**src/pkg/wdp_pkg.sv**
```systemverilog
// constants and decode helpers for the wait, decode and write-protect unit
package wdp_pkg;
  // chip select indices
  localparam int SEL_ROM = 0;
  localparam int SEL_EEP = 1;
  localparam int SEL_PER1 = 2;
  localparam int SEL_PER2 = 3;
  localparam int SEL_SRAM = 4;
  localparam int NSEL = 5;

  // memory map: a region hits when (addr & mask) == base
  localparam logic [15:0] ROM_BASE = 16'h8000;
  localparam logic [15:0] ROM_MASK = 16'h8000;
  localparam logic [15:0] EEP_BASE = 16'h2000;
  localparam logic [15:0] EEP_MASK = 16'he000;
  localparam logic [15:0] SRAM_BASE = 16'h0000;
  localparam logic [15:0] SRAM_MASK = 16'he000;
  localparam logic [15:0] PER1_BASE = 16'h4000;
  localparam logic [15:0] PER1_MASK = 16'hff00;
  localparam logic [15:0] PER2_BASE = 16'h4100;
  localparam logic [15:0] PER2_MASK = 16'hff00;

  // protection control windows, low three address bits pick the select
  localparam logic [15:0] PROT_SET_BASE = 16'h7e00;
  localparam logic [15:0] PROT_CLR_BASE = 16'h7e10;
  localparam logic [15:0] PROT_CTL_MASK = 16'hfff8;

  // wait states per select
  localparam logic [1:0] WAIT_ROM = 2'h0;
  localparam logic [1:0] WAIT_EEP = 2'h1;
  localparam logic [1:0] WAIT_PER1 = 2'h1;
  localparam logic [1:0] WAIT_PER2 = 2'h2;
  localparam logic [1:0] WAIT_SRAM = 2'h0;

  // reset and timing values
  localparam logic [4:0] PROT_RESET = 5'h1f;
  localparam logic [1:0] ERR_CLKS = 2'h2;

  // one-hot select for an address, all zero for invalid space
  function automatic logic [NSEL-1:0] wdp_decode(input logic [15:0] a);
    logic [NSEL-1:0] s;
    s = '0;
    s[SEL_ROM] = ((a & ROM_MASK) == ROM_BASE);
    s[SEL_EEP] = ((a & EEP_MASK) == EEP_BASE);
    s[SEL_SRAM] = ((a & SRAM_MASK) == SRAM_BASE);
    s[SEL_PER1] = ((a & PER1_MASK) == PER1_BASE);
    s[SEL_PER2] = ((a & PER2_MASK) == PER2_BASE);
    return s;
  endfunction : wdp_decode

  // wait count for a one-hot select
  function automatic logic [1:0] wdp_waits(input logic [NSEL-1:0] s);
    logic [1:0] w;
    w = 2'h0;
    if (s[SEL_EEP]) w = WAIT_EEP;
    if (s[SEL_PER1]) w = WAIT_PER1;
    if (s[SEL_PER2]) w = WAIT_PER2;
    if (s[SEL_ROM]) w = WAIT_ROM;
    if (s[SEL_SRAM]) w = WAIT_SRAM;
    return w;
  endfunction : wdp_waits
endpackage : wdp_pkg

```
**src/pkg/wdp_wait_if.sv**
```systemverilog
// link between the access control and the wait-state generator
`timescale 1ns/1ps
interface wdp_wait_if;
  logic arm;
  logic [1:0] wait_cnt;
  logic t2_pulse;
  logic strobe_n;
  modport gen (input arm, input wait_cnt, output t2_pulse, output strobe_n);
  modport ctl (output arm, output wait_cnt, input t2_pulse, input strobe_n);
endinterface : wdp_wait_if

```
**src/hdl/wdp_wait_gen.sv**
```systemverilog
// wait-state generator: armed by the latch pulse, strobes from the second clock state
`timescale 1ns/1ps
module wdp_wait_gen (
  // clock and reset
  input wire logic clk_sys_in,
  input wire logic rst_n_in,
  // control side
  wdp_wait_if.gen w
);
  typedef enum logic [1:0] {WS_IDLE, WS_ARMED, WS_HOLD} wdp_ws_t;

  wdp_ws_t state_reg, state_next;
  logic [1:0] cnt_reg, cnt_next;
  logic strobe_n_reg, strobe_n_next;

  // next state; a new latch pulse always rearms, even mid-strobe
  always_comb begin
    state_next = state_reg;
    cnt_next = cnt_reg;
    strobe_n_next = strobe_n_reg;
    case (state_reg)
      WS_IDLE: begin
        if (w.arm) begin
          state_next = WS_ARMED;
          cnt_next = w.wait_cnt;
        end
      end
      WS_ARMED: begin
        if (w.arm) begin
          cnt_next = w.wait_cnt;
        end else if (cnt_reg != 2'h0) begin
          state_next = WS_HOLD;
          strobe_n_next = 1'b0;
        end else begin
          state_next = WS_IDLE;
        end
      end
      WS_HOLD: begin
        if (w.arm) begin
          state_next = WS_ARMED;
          cnt_next = w.wait_cnt;
          strobe_n_next = 1'b1;
        end else if (cnt_reg == 2'h1) begin
          state_next = WS_IDLE;
          strobe_n_next = 1'b1;
        end else begin
          cnt_next = cnt_reg - 2'h1;
        end
      end
      default: begin
        state_next = WS_IDLE;
        strobe_n_next = 1'b1;
      end
    endcase
  end

  // registers only
  always_ff @(posedge clk_sys_in or negedge rst_n_in) begin
    if (!rst_n_in) begin
      state_reg <= WS_IDLE;
      cnt_reg <= 2'h0;
      strobe_n_reg <= 1'b1;
    end else begin
      state_reg <= state_next;
      cnt_reg <= cnt_next;
      strobe_n_reg <= strobe_n_next;
    end
  end

  // first clock after the latch pulse ends marks the second bus state
  assign w.t2_pulse = (state_reg == WS_ARMED) && !w.arm;
  assign w.strobe_n = strobe_n_reg;
endmodule : wdp_wait_gen

```
**src/hdl/wdp_top.sv**
```systemverilog
// wait-state generator, address decoder and write protector for an 8-bit cpu bus
`timescale 1ns/1ps
module wdp_top #(
  parameter bit ERR_ACTIVE_HIGH = 1'b0
) (
  // clock and reset
  input wire logic clk_sys_in,
  input wire logic rst_n_in,
  // processor bus
  input wire logic [15:0] addr_in,
  input wire logic ale_in,
  input wire logic transfer_direction_status_in,
  input wire logic cycle_status_line_in,
  // chip selects, active low
  output logic [4:0] cs_n_out,
  // wait line, open drain
  output logic ready_out,
  output logic ready_oe_n_out,
  // write error line, released when idle
  output logic err_out,
  output logic err_oe_n_out
);
  wdp_wait_if wif ();

  logic [15:0] addr_reg, addr_next;
  logic write_reg, write_next;
  logic [4:0] prot_reg, prot_next;
  logic [4:0] cs_n_reg, cs_n_next;
  logic [1:0] err_cnt_reg, err_cnt_next;
  logic [4:0] sel;
  logic valid;
  logic [2:0] ctl_idx;
  logic ctl_set;
  logic ctl_clr;
  logic bad_write;

  // the wait generator sees the select of the address on the bus during the latch pulse
  // armed by latch pulse
  assign wif.arm = ale_in;
  assign wif.wait_cnt = wdp_pkg::wdp_waits(wdp_pkg::wdp_decode(addr_in));

  wdp_wait_gen u_wait (
    .clk_sys_in(clk_sys_in),
    .rst_n_in(rst_n_in),
    .w(wif.gen)
  );

  // decode of the latched cycle
  // five region decode
  assign sel = wdp_pkg::wdp_decode(addr_reg);
  assign valid = |sel;
  assign ctl_idx = addr_reg[2:0];
  assign ctl_set = !write_reg && (ctl_idx < 3'h5)
    && ((addr_reg & wdp_pkg::PROT_CTL_MASK) == wdp_pkg::PROT_SET_BASE);
  assign ctl_clr = !write_reg && (ctl_idx < 3'h5)
    && ((addr_reg & wdp_pkg::PROT_CTL_MASK) == wdp_pkg::PROT_CLR_BASE);
  assign bad_write = write_reg && (!valid || ((sel & prot_reg) != 5'h00));

  // address and status are caught while the latch pulse is high
  always_comb begin
    addr_next = addr_reg;
    write_next = write_reg;
    if (ale_in) begin
      addr_next = addr_in;
      write_next = transfer_direction_status_in && !cycle_status_line_in;
    end
  end

  // protection and error timing run off the second-state pulse
  always_comb begin
    prot_next = prot_reg;
    err_cnt_next = (err_cnt_reg != 2'h0) ? err_cnt_reg - 2'h1 : 2'h0;
    // control windows lie in invalid space, so a write there protects everything
    if (wif.t2_pulse) begin
      if (write_reg && !valid) begin
        prot_next = 5'h1f;
      end else if (ctl_set) begin
        prot_next[ctl_idx] = 1'b1;
      end else if (ctl_clr) begin
        prot_next[ctl_idx] = 1'b0;
      end
      if (bad_write) begin
        err_cnt_next = wdp_pkg::ERR_CLKS;
      end
    end
  end

  // selects follow the latched cycle; writes to protected selects never reach the part
  // reads still reach a protected part; only writes are held off
  always_comb begin
    // every select gated by protection and write status
    cs_n_next = ~(wdp_pkg::wdp_decode(addr_next) & ~({5{write_next}} & prot_next));
  end

  // registers only; protection resets on so a power-up glitch cannot write the eeprom
  always_ff @(posedge clk_sys_in or negedge rst_n_in) begin
    if (!rst_n_in) begin
      addr_reg <= 16'h0000;
      write_reg <= 1'b0;
      prot_reg <= wdp_pkg::PROT_RESET;
      cs_n_reg <= 5'h1f;
      err_cnt_reg <= 2'h0;
    end else begin
      addr_reg <= addr_next;
      write_reg <= write_next;
      prot_reg <= prot_next;
      cs_n_reg <= cs_n_next;
      err_cnt_reg <= err_cnt_next;
    end
  end

  // outputs; both open lines only ever pull, so with the error line low-going they can share a wired-or net
  assign cs_n_out = cs_n_reg;
  assign ready_out = 1'b0;
  assign ready_oe_n_out = wif.strobe_n;
  // a high-going build needs a pull-down on the error line instead of a pull-up
  // polarity chosen at build
  assign err_out = ERR_ACTIVE_HIGH;
  assign err_oe_n_out = (err_cnt_reg == 2'h0);
endmodule : wdp_top

```
**config.mk**
```make
export PLATFORM = sky130hd
export DESIGN_NAME = wdp_top
export DESIGN_NICKNAME = d
export VERILOG_FILES = /design/src/pkg/wdp_pkg.sv /design/src/pkg/wdp_wait_if.sv /design/src/hdl/wdp_wait_gen.sv /design/src/hdl/wdp_top.sv
export SDC_FILE = /design/constraint.sdc
export NUM_CORES = 1
export LEC_CHECK = 0
export BUFFER_PORTS_ARGS = -buffer_cell sky130_fd_sc_hd__buf_2
export CAP_MARGIN = 20
export CORE_MARGIN = 1
export CORE_UTILIZATION = 40
export CTS_BUF_LIST = sky130_fd_sc_hd__clkbuf_16
export DETAILED_ROUTE_END_ITERATION = 12
export GPL_TIMING_DRIVEN = 0
export PLACE_DENSITY = 0.65
export SYNTH_ARGS = -nofsm -noshare
export SYNTH_HDL_FRONTEND = slang
export SYNTH_SLANG_ARGS = --single-unit
```
**constraint.sdc**
```tcl
create_clock -name clk_sys_in -period 1.95 [get_ports clk_sys_in]
set_input_delay 0 -clock clk_sys_in [delete_from_list [all_inputs] [get_ports clk_sys_in]]
set_output_delay 0 -clock clk_sys_in [all_outputs]
set_load 0.02 [all_outputs]
```
==> impl_metrics.toml, run 1 <==
[global_routing]
grt_max_degree = 35
antenna_found_initial = 0
grt_util_all_layers_pct = 18.8
grt_pass1_vias = 1436
overflow = 0
grt_pass1_wl_um = 6330

[cells_and_area]
drive_gt1_share_pct = 36.6
largest_reg_flops = 16
seq_area_um2 = 865
fill_cells = 379
finalNonFillerCells = 263
final_nets = 235
final_util_pct = 55.5
multiInputGateArea_um2 = 820
n_antenna_cell = 0
stdcell_area_mm2 = 0.00227
syn_to_final_growth_pct = 31.0

[placed_design]
place_area_mm2 = 0.00193
gp_congestion = 0.846
numPortBuffers = 27
dp.cells = 236
dp.final_hpwl_um = 2720

[die]
fp.coreArea_mm2 = 0.00409
start_util_pct = 42.3
fp.dieArea_mm2 = 0.00459
ioPinCount = 30
dieHeight_um = 67.8
row_count = 23
die_x_um = 67.8

[critical_path]
crit_buf_inv = 0
required_ns = 2.15
critPathMaxFanout = 7
slowest_delay_ns = 0.63
cpMaxStageDelayCell = "or4_1"
criticalPathCategory = "register to register"
worst_setup_path_start_kind = "register"
reg2regPathDepth = 4
path_delay_family = "compound AO/OA/AOI/OAI gates"
crit_cells = 4
critical_path.cell_chain = "or4_1 -> o2111ai_4 -> o211ai_2 -> a211o_1"
end_kind = "register"
worstPathArrival_ns = 2.07

[sta]
period_minus_slack_ns = 1.87
finClkSkew_ns = 0.00509
tns_ns = 0
post-route-period-util_pct = 95.9
max_slew.worst_pin.slew_ns = 0.752
fmaxAchievable_mhz = 535
setup_viol = 0
slew_viol_final = 0
slew-limit-headroom_pct = 49.9
finalHoldViolations = 0

[clock_tree]
cts_buffers = 5
cts.sinks = 34
clockBufferDepth = 2
clock-root-buffer = "clkbuf_16"
cts.htree.levels = 2
clkTransAtPathRegs_ns = 0.05
tritoncts = "done"
insertion_delay_ns = 0.27

[logic_synthesis]
synth_area_mm2 = 0.00173
yosys_warnings = 0
synth_cell_types = 48
ys_ff_latch = 34
synthCells = 158
ys_seq_area_share_pct = 50.0
avgSynthCellArea_um2 = 11.0

[drt]
drc = 0
wl_per_cell_um = 14.5
num_vias = 1436
viasPerCell = 5.46
drt_wl_total_um = 3820
drt_pre_antenna_iters = 4
first_iter_violations = 43
antenna_left = 0

[worst_hold_path]
worstHoldPathType = "input pin to register"
hold_depth = 2

[job]
drv_cap = 0

[status]
status = "completed"

[power]
power_density_mw_per_mm2 = 903
leakagePower_nw = 0.942
peakVddDrop_mv = 0.530
[cells by family after synthesis]
kind of cell	count (synthesis)	synth area share, %
fa+ha+maj	2	1.45
buf+inv	16	4.05
simple gates	49	17.0
other cells	1	0.217
mux	17	11.0
flops	34	50.0
compound gates	39	16.3
[cells in the final DEF (no fill, tap or decap), drive strengths merged, types with 3 or more instances in the layout]
| master | Yosys | final |
|---|---|---|
| a21oi | 9 | 9 |
| buf | 6 | 38 |
| clkbuf | 0 | 5 |
| dfrtp | 23 | 23 |
| dfstp | 11 | 11 |
| dlygate4sd3 | 0 | 14 |
| inv | 10 | 11 |
| mux2 | 16 | 16 |
| nand2 | 6 | 6 |
| nand3 | 4 | 4 |
| nor2 | 12 | 12 |
| nor2b | 5 | 5 |
| nor3 | 4 | 4 |
| nor4 | 3 | 3 |
| o211ai | 3 | 3 |
| o21ai | 9 | 9 |
| o22ai | 3 | 3 |
| o31ai | 3 | 3 |
[layout make-up]
| cell class | instances | area share, % |
|---|---|---|
| clock buffer | 5 | 5.52 |
| sequential | 34 | 38.1 |
| clock inverter | 3 | 0.552 |
| multi-input combinational | 109 | 36.1 |
| timing repair buffer | 46 | 13.8 |
| tap | 50 | 2.76 |
| buffer | 6 | 1.43 |
| inverter | 10 | 1.66 |
[synthesized netlist by cell type, drive strengths merged]
| cell type | n | area share, % |
|---|---|---|
| or4 | 1 | 0.43 |
| nor2b | 5 | 1.8 |
| nor4b | 1 | 0.51 |
| nand3 | 4 | 1.9 |
| dfrtp | 23 | 33 |
| or3b | 1 | 0.51 |
| nand3b | 1 | 0.43 |
| o2111ai | 1 | 0.87 |
| a21boi | 1 | 0.43 |
| a32o | 1 | 0.58 |
| inv | 10 | 2.2 |
| nand2 | 6 | 1.3 |
| nand4 | 1 | 0.36 |
| a211o | 2 | 1.0 |
| nor3b | 2 | 1.5 |
| nor3 | 4 | 1.2 |
| or3 | 1 | 0.36 |
| mux2 | 16 | 10 |
| a21oi | 9 | 2.6 |
| o311ai | 2 | 1.0 |
| nand2b | 1 | 0.36 |
| a311oi | 2 | 1.0 |
| o211ai | 3 | 1.6 |
| and2 | 1 | 0.36 |
| nor4 | 3 | 1.1 |
| ha | 2 | 1.4 |
| a22o | 1 | 0.51 |
| and3 | 2 | 0.72 |
| a211oi | 1 | 0.43 |
| buf | 6 | 1.9 |
| o22a | 1 | 0.51 |
| mux2i | 1 | 0.58 |
| nand4b | 2 | 1.0 |
| o31ai | 3 | 2.1 |
| o22ai | 3 | 1.1 |
| dfstp | 11 | 17 |
| nor2 | 12 | 2.6 |
| o21ai | 9 | 2.6 |
| and4 | 1 | 0.58 |
| conb | 1 | 0.22 |
[routing by layer]
layer | track usage, % | routed length (um) | part of all wire [%] | up-vias
li1 | - | - | - | 687
met1 | 22.3 | 1710 | 45 | 713
met2 | 33.3 | 1930 | 51 | 34
met3 | 4.56 | 166 | 4.3 | 2
met4 | 5.21 | 16 | 0.42 | 0
met5 | 0 | 0 | 0 | -
[power breakdown]
part           internal [mW]  switching (mW)
sequential             0.844          0.0871
clock                  0.460           0.257
combinational          0.192           0.207
total                   1.50           0.551
[timing repair]
item / CTS / global route
gates resized for setup: 0 / 3
setup endpoints to repair: 0 / 5
hold buffers: 14 / 0
hold endpoints to repair: 36 / 0
buffers inserted: 0 / 5
[metrics by stage]
step                      hold WS [ns]  worst slack [ns]  total power [mW]
after global placement          0.0970            0.0200              1.29
after global routing            0.0300           -0.0247              2.16
after detailed placement         0.111            0.0285              1.30
after floorplan                 -0.296             0.241              1.18
after CTS                       0.0173            0.0161              2.06
final                           0.0199            0.0803              2.05
[worst paths after layout]
check / startpoint / end / slack [ns]
min in group asynchronous: rst_n_in / u_wait.state_reg[1] / 0.33
worst min register to register: err_cnt_reg[0] / err_cnt_reg[0] / 0.47
worst max register to register: addr_reg[12] / cs_n_out[3] / 0.08
max in group asynchronous: rst_n_in / addr_reg[15] / 1.14
worst max-delay path: addr_reg[12] / cs_n_out[3] / 0.08
worst min-delay path: addr_in[14] / addr_reg[14] / 0.02
[worst register-to-register path, delay by kind of cell (launching register included)]
kind / cells / cell delay (ns)
simple gates: 1 / 0.63
compound gates: 3 / 0.79
flops: 1 / 0.38
(Power assumes the default switching activity.)
==> inputs of run 2 (changes only) <==
ABC_CLOCK_PERIOD_IN_PS = 2300   (was not set)
clock period = 2.3 ns   (was 1.95 ns; I/O delays follow)
==> run 2 against run 1 <==
Net effect:
- flip-flop and latch count unchanged
- routed wire length is 2.5% lower
- sequential power down 16%
- clock power decreased by 15%
- total power fell by 16%
- critical endpoint is now prot_reg[4]
- largest cell class unchanged
- highest routed layer unchanged
==> impl_metrics.toml, run 2 (synthesis gave the netlist of run 1 again) <==
[cells_and_area]
fill_cells = 386
finalNonFillerCells = 258
stdcell_area_mm2 = 0.00221
final_nets = 230
drive_gt1_share_pct = 34.1
n_antenna_cell = 0
largest_reg_flops = 16
layout_common_cells = "buf_2 (29), dfrtp_1 (23), mux2_2 (16)"
layout.cells.most_common = "buf_2"
syn_to_final_growth_pct = 27.7

[clock_tree]
insertion_delay_ns = 0.27
clockBufferDepth = 2
cts_resized = 0
cts_buffers = 5
postCtsSetupBuffers = 0
cts.sinks = 34
clock-root-buffer = "clkbuf_16"
clkTransAtPathRegs_ns = 0.05
tritoncts = "done"
cts.htree.levels = 2

[power]
leakagePower_nw = 0.917
power_density_mw_per_mm2 = 780
peakVddDrop_mv = 0.448

[die]
die_x_um = 67.8
fp.dieArea_mm2 = 0.00459
ioPinCount = 30
row_count = 23
fp.coreArea_mm2 = 0.00409
dieHeight_um = 67.8
start_util_pct = 42.3

[sta]
post-route-period-util_pct = 84.2
slew_viol_final = 0
rsz0062_at_grt = "false"
slew-limit-headroom_pct = 50.3
setup_viol = 0
period_minus_slack_ns = 1.94
max_slew.worst_pin.slew_ns = 0.745
tns_ns = 0
fmaxAchievable_mhz = 516
finClkSkew_ns = 0.00454
finalHoldViolations = 0

[placed_design]
dp.final_hpwl_um = 2720
place_area_mm2 = 0.00193
gp_congestion = 0.846
numPortBuffers = 27
dp.cells = 236

[global_routing]
antenna_found_initial = 0
overflow = 0
grt_util_all_layers_pct = 18.8
grt_pass1_vias = 1436
grt_max_degree = 35
grt_pass1_wl_um = 6330

[critical_path]
worst_setup_path_start_kind = "register"
worstPathArrival_ns = 2.11
critPathMaxFanout = 9
criticalPathCategory = "register to register"
reg2regPathDepth = 6
required_ns = 2.47
end_kind = "register"
reg2reg_from = "u_wait.state_reg[1]"
crit_path_start = "u_wait.state_reg[1]"
reg2reg_to = "prot_reg[4]"
crit_path_end = "prot_reg[4]"
r2r_slack_ns = 0.36

[drt]
antenna_left = 0
num_vias = 1382
drt_pre_antenna_iters = 4
drt_wl_total_um = 3730
wl_per_cell_um = 14.4
viasPerCell = 5.36
drc = 0
first_iter_violations = 33

[status]
status = "completed"

[worst_hold_path]
worstHoldPathType = "input pin to register"

[job]
drv_cap = 0
run 2: how the worst min path moves through the flow:
stage               slack, ns  cells after the start                end        start
floorplan               -0.30                      0        addr_reg[0]     rst_n_in
global placement          0.1                      1  u_wait.cnt_reg[0]     rst_n_in
detailed placement       0.11                      1  u_wait.cnt_reg[0]     rst_n_in
CTS                      0.02                      2       addr_reg[14]  addr_in[14]
global route             0.03                      2       addr_reg[14]  addr_in[14]
finish                   0.02                      2       addr_reg[14]  addr_in[14]
run 2: repair_timing:
action | 4_1_cts | 5_1_grt
setup endpoints to repair | 0 | 0
hold endpoints to repair | 36 | 0
hold buffers | 14 | 0
run 2: critical path, stage by stage, from the launching register on:
cell,delay [ns]
dfrtp_1,0.35
buf_2,0.17
nor3b_4,0.42
nand3_4,0.18
or3_1,0.37
o21ai_1,0.21
o311ai_1,0.13
run 2: per-layer routing:
layer	GRT usage (%)	vias up	part of all wire, %
li1	-	674	-
met1	22.3	677	45
met2	33.3	29	50
met3	4.56	2	4.5
met4	5.21	0	0.43
met5	0	-	0
run 2: stage by stage:
step                utilization (%)  power [mW]  worst slack [ns]  hold WS, ns
global route                   54.1        1.82             0.216       0.0300
finish                         54.1        1.72             0.363       0.0237
detailed placement             47.3        1.11             0.378        0.111
CTS                            54.1        1.75             0.366       0.0173
floorplan                         -        1.00             0.591       -0.296
global placement               47.3        1.09             0.370       0.0970
run 2: final cells by class:
| class | instances | area, um^2 | area share [%] |
|---|---|---|---|
| Buffer | 6 | 32.5 | 1.47 |
| Clock buffer | 5 | 125 | 5.66 |
| Clock inverter | 3 | 12.5 | 0.566 |
| Inverter | 10 | 37.5 | 1.70 |
| Multi-Input combinational cell | 109 | 800 | 36.2 |
| Sequential cell | 34 | 865 | 39.1 |
| Tap cell | 50 | 62.6 | 2.83 |
| Timing Repair Buffer | 41 | 275 | 12.5 |
run 2: power by group:
part	switching [mW]	leakage [nW]	total [mW]	internal [mW]
Combinational	0.171	0.450	0.327	0.156
Clock	0.220	0.0724	0.609	0.390
Sequential	0.0709	0.395	0.786	0.715
Total	0.461	0.917	1.72	1.26
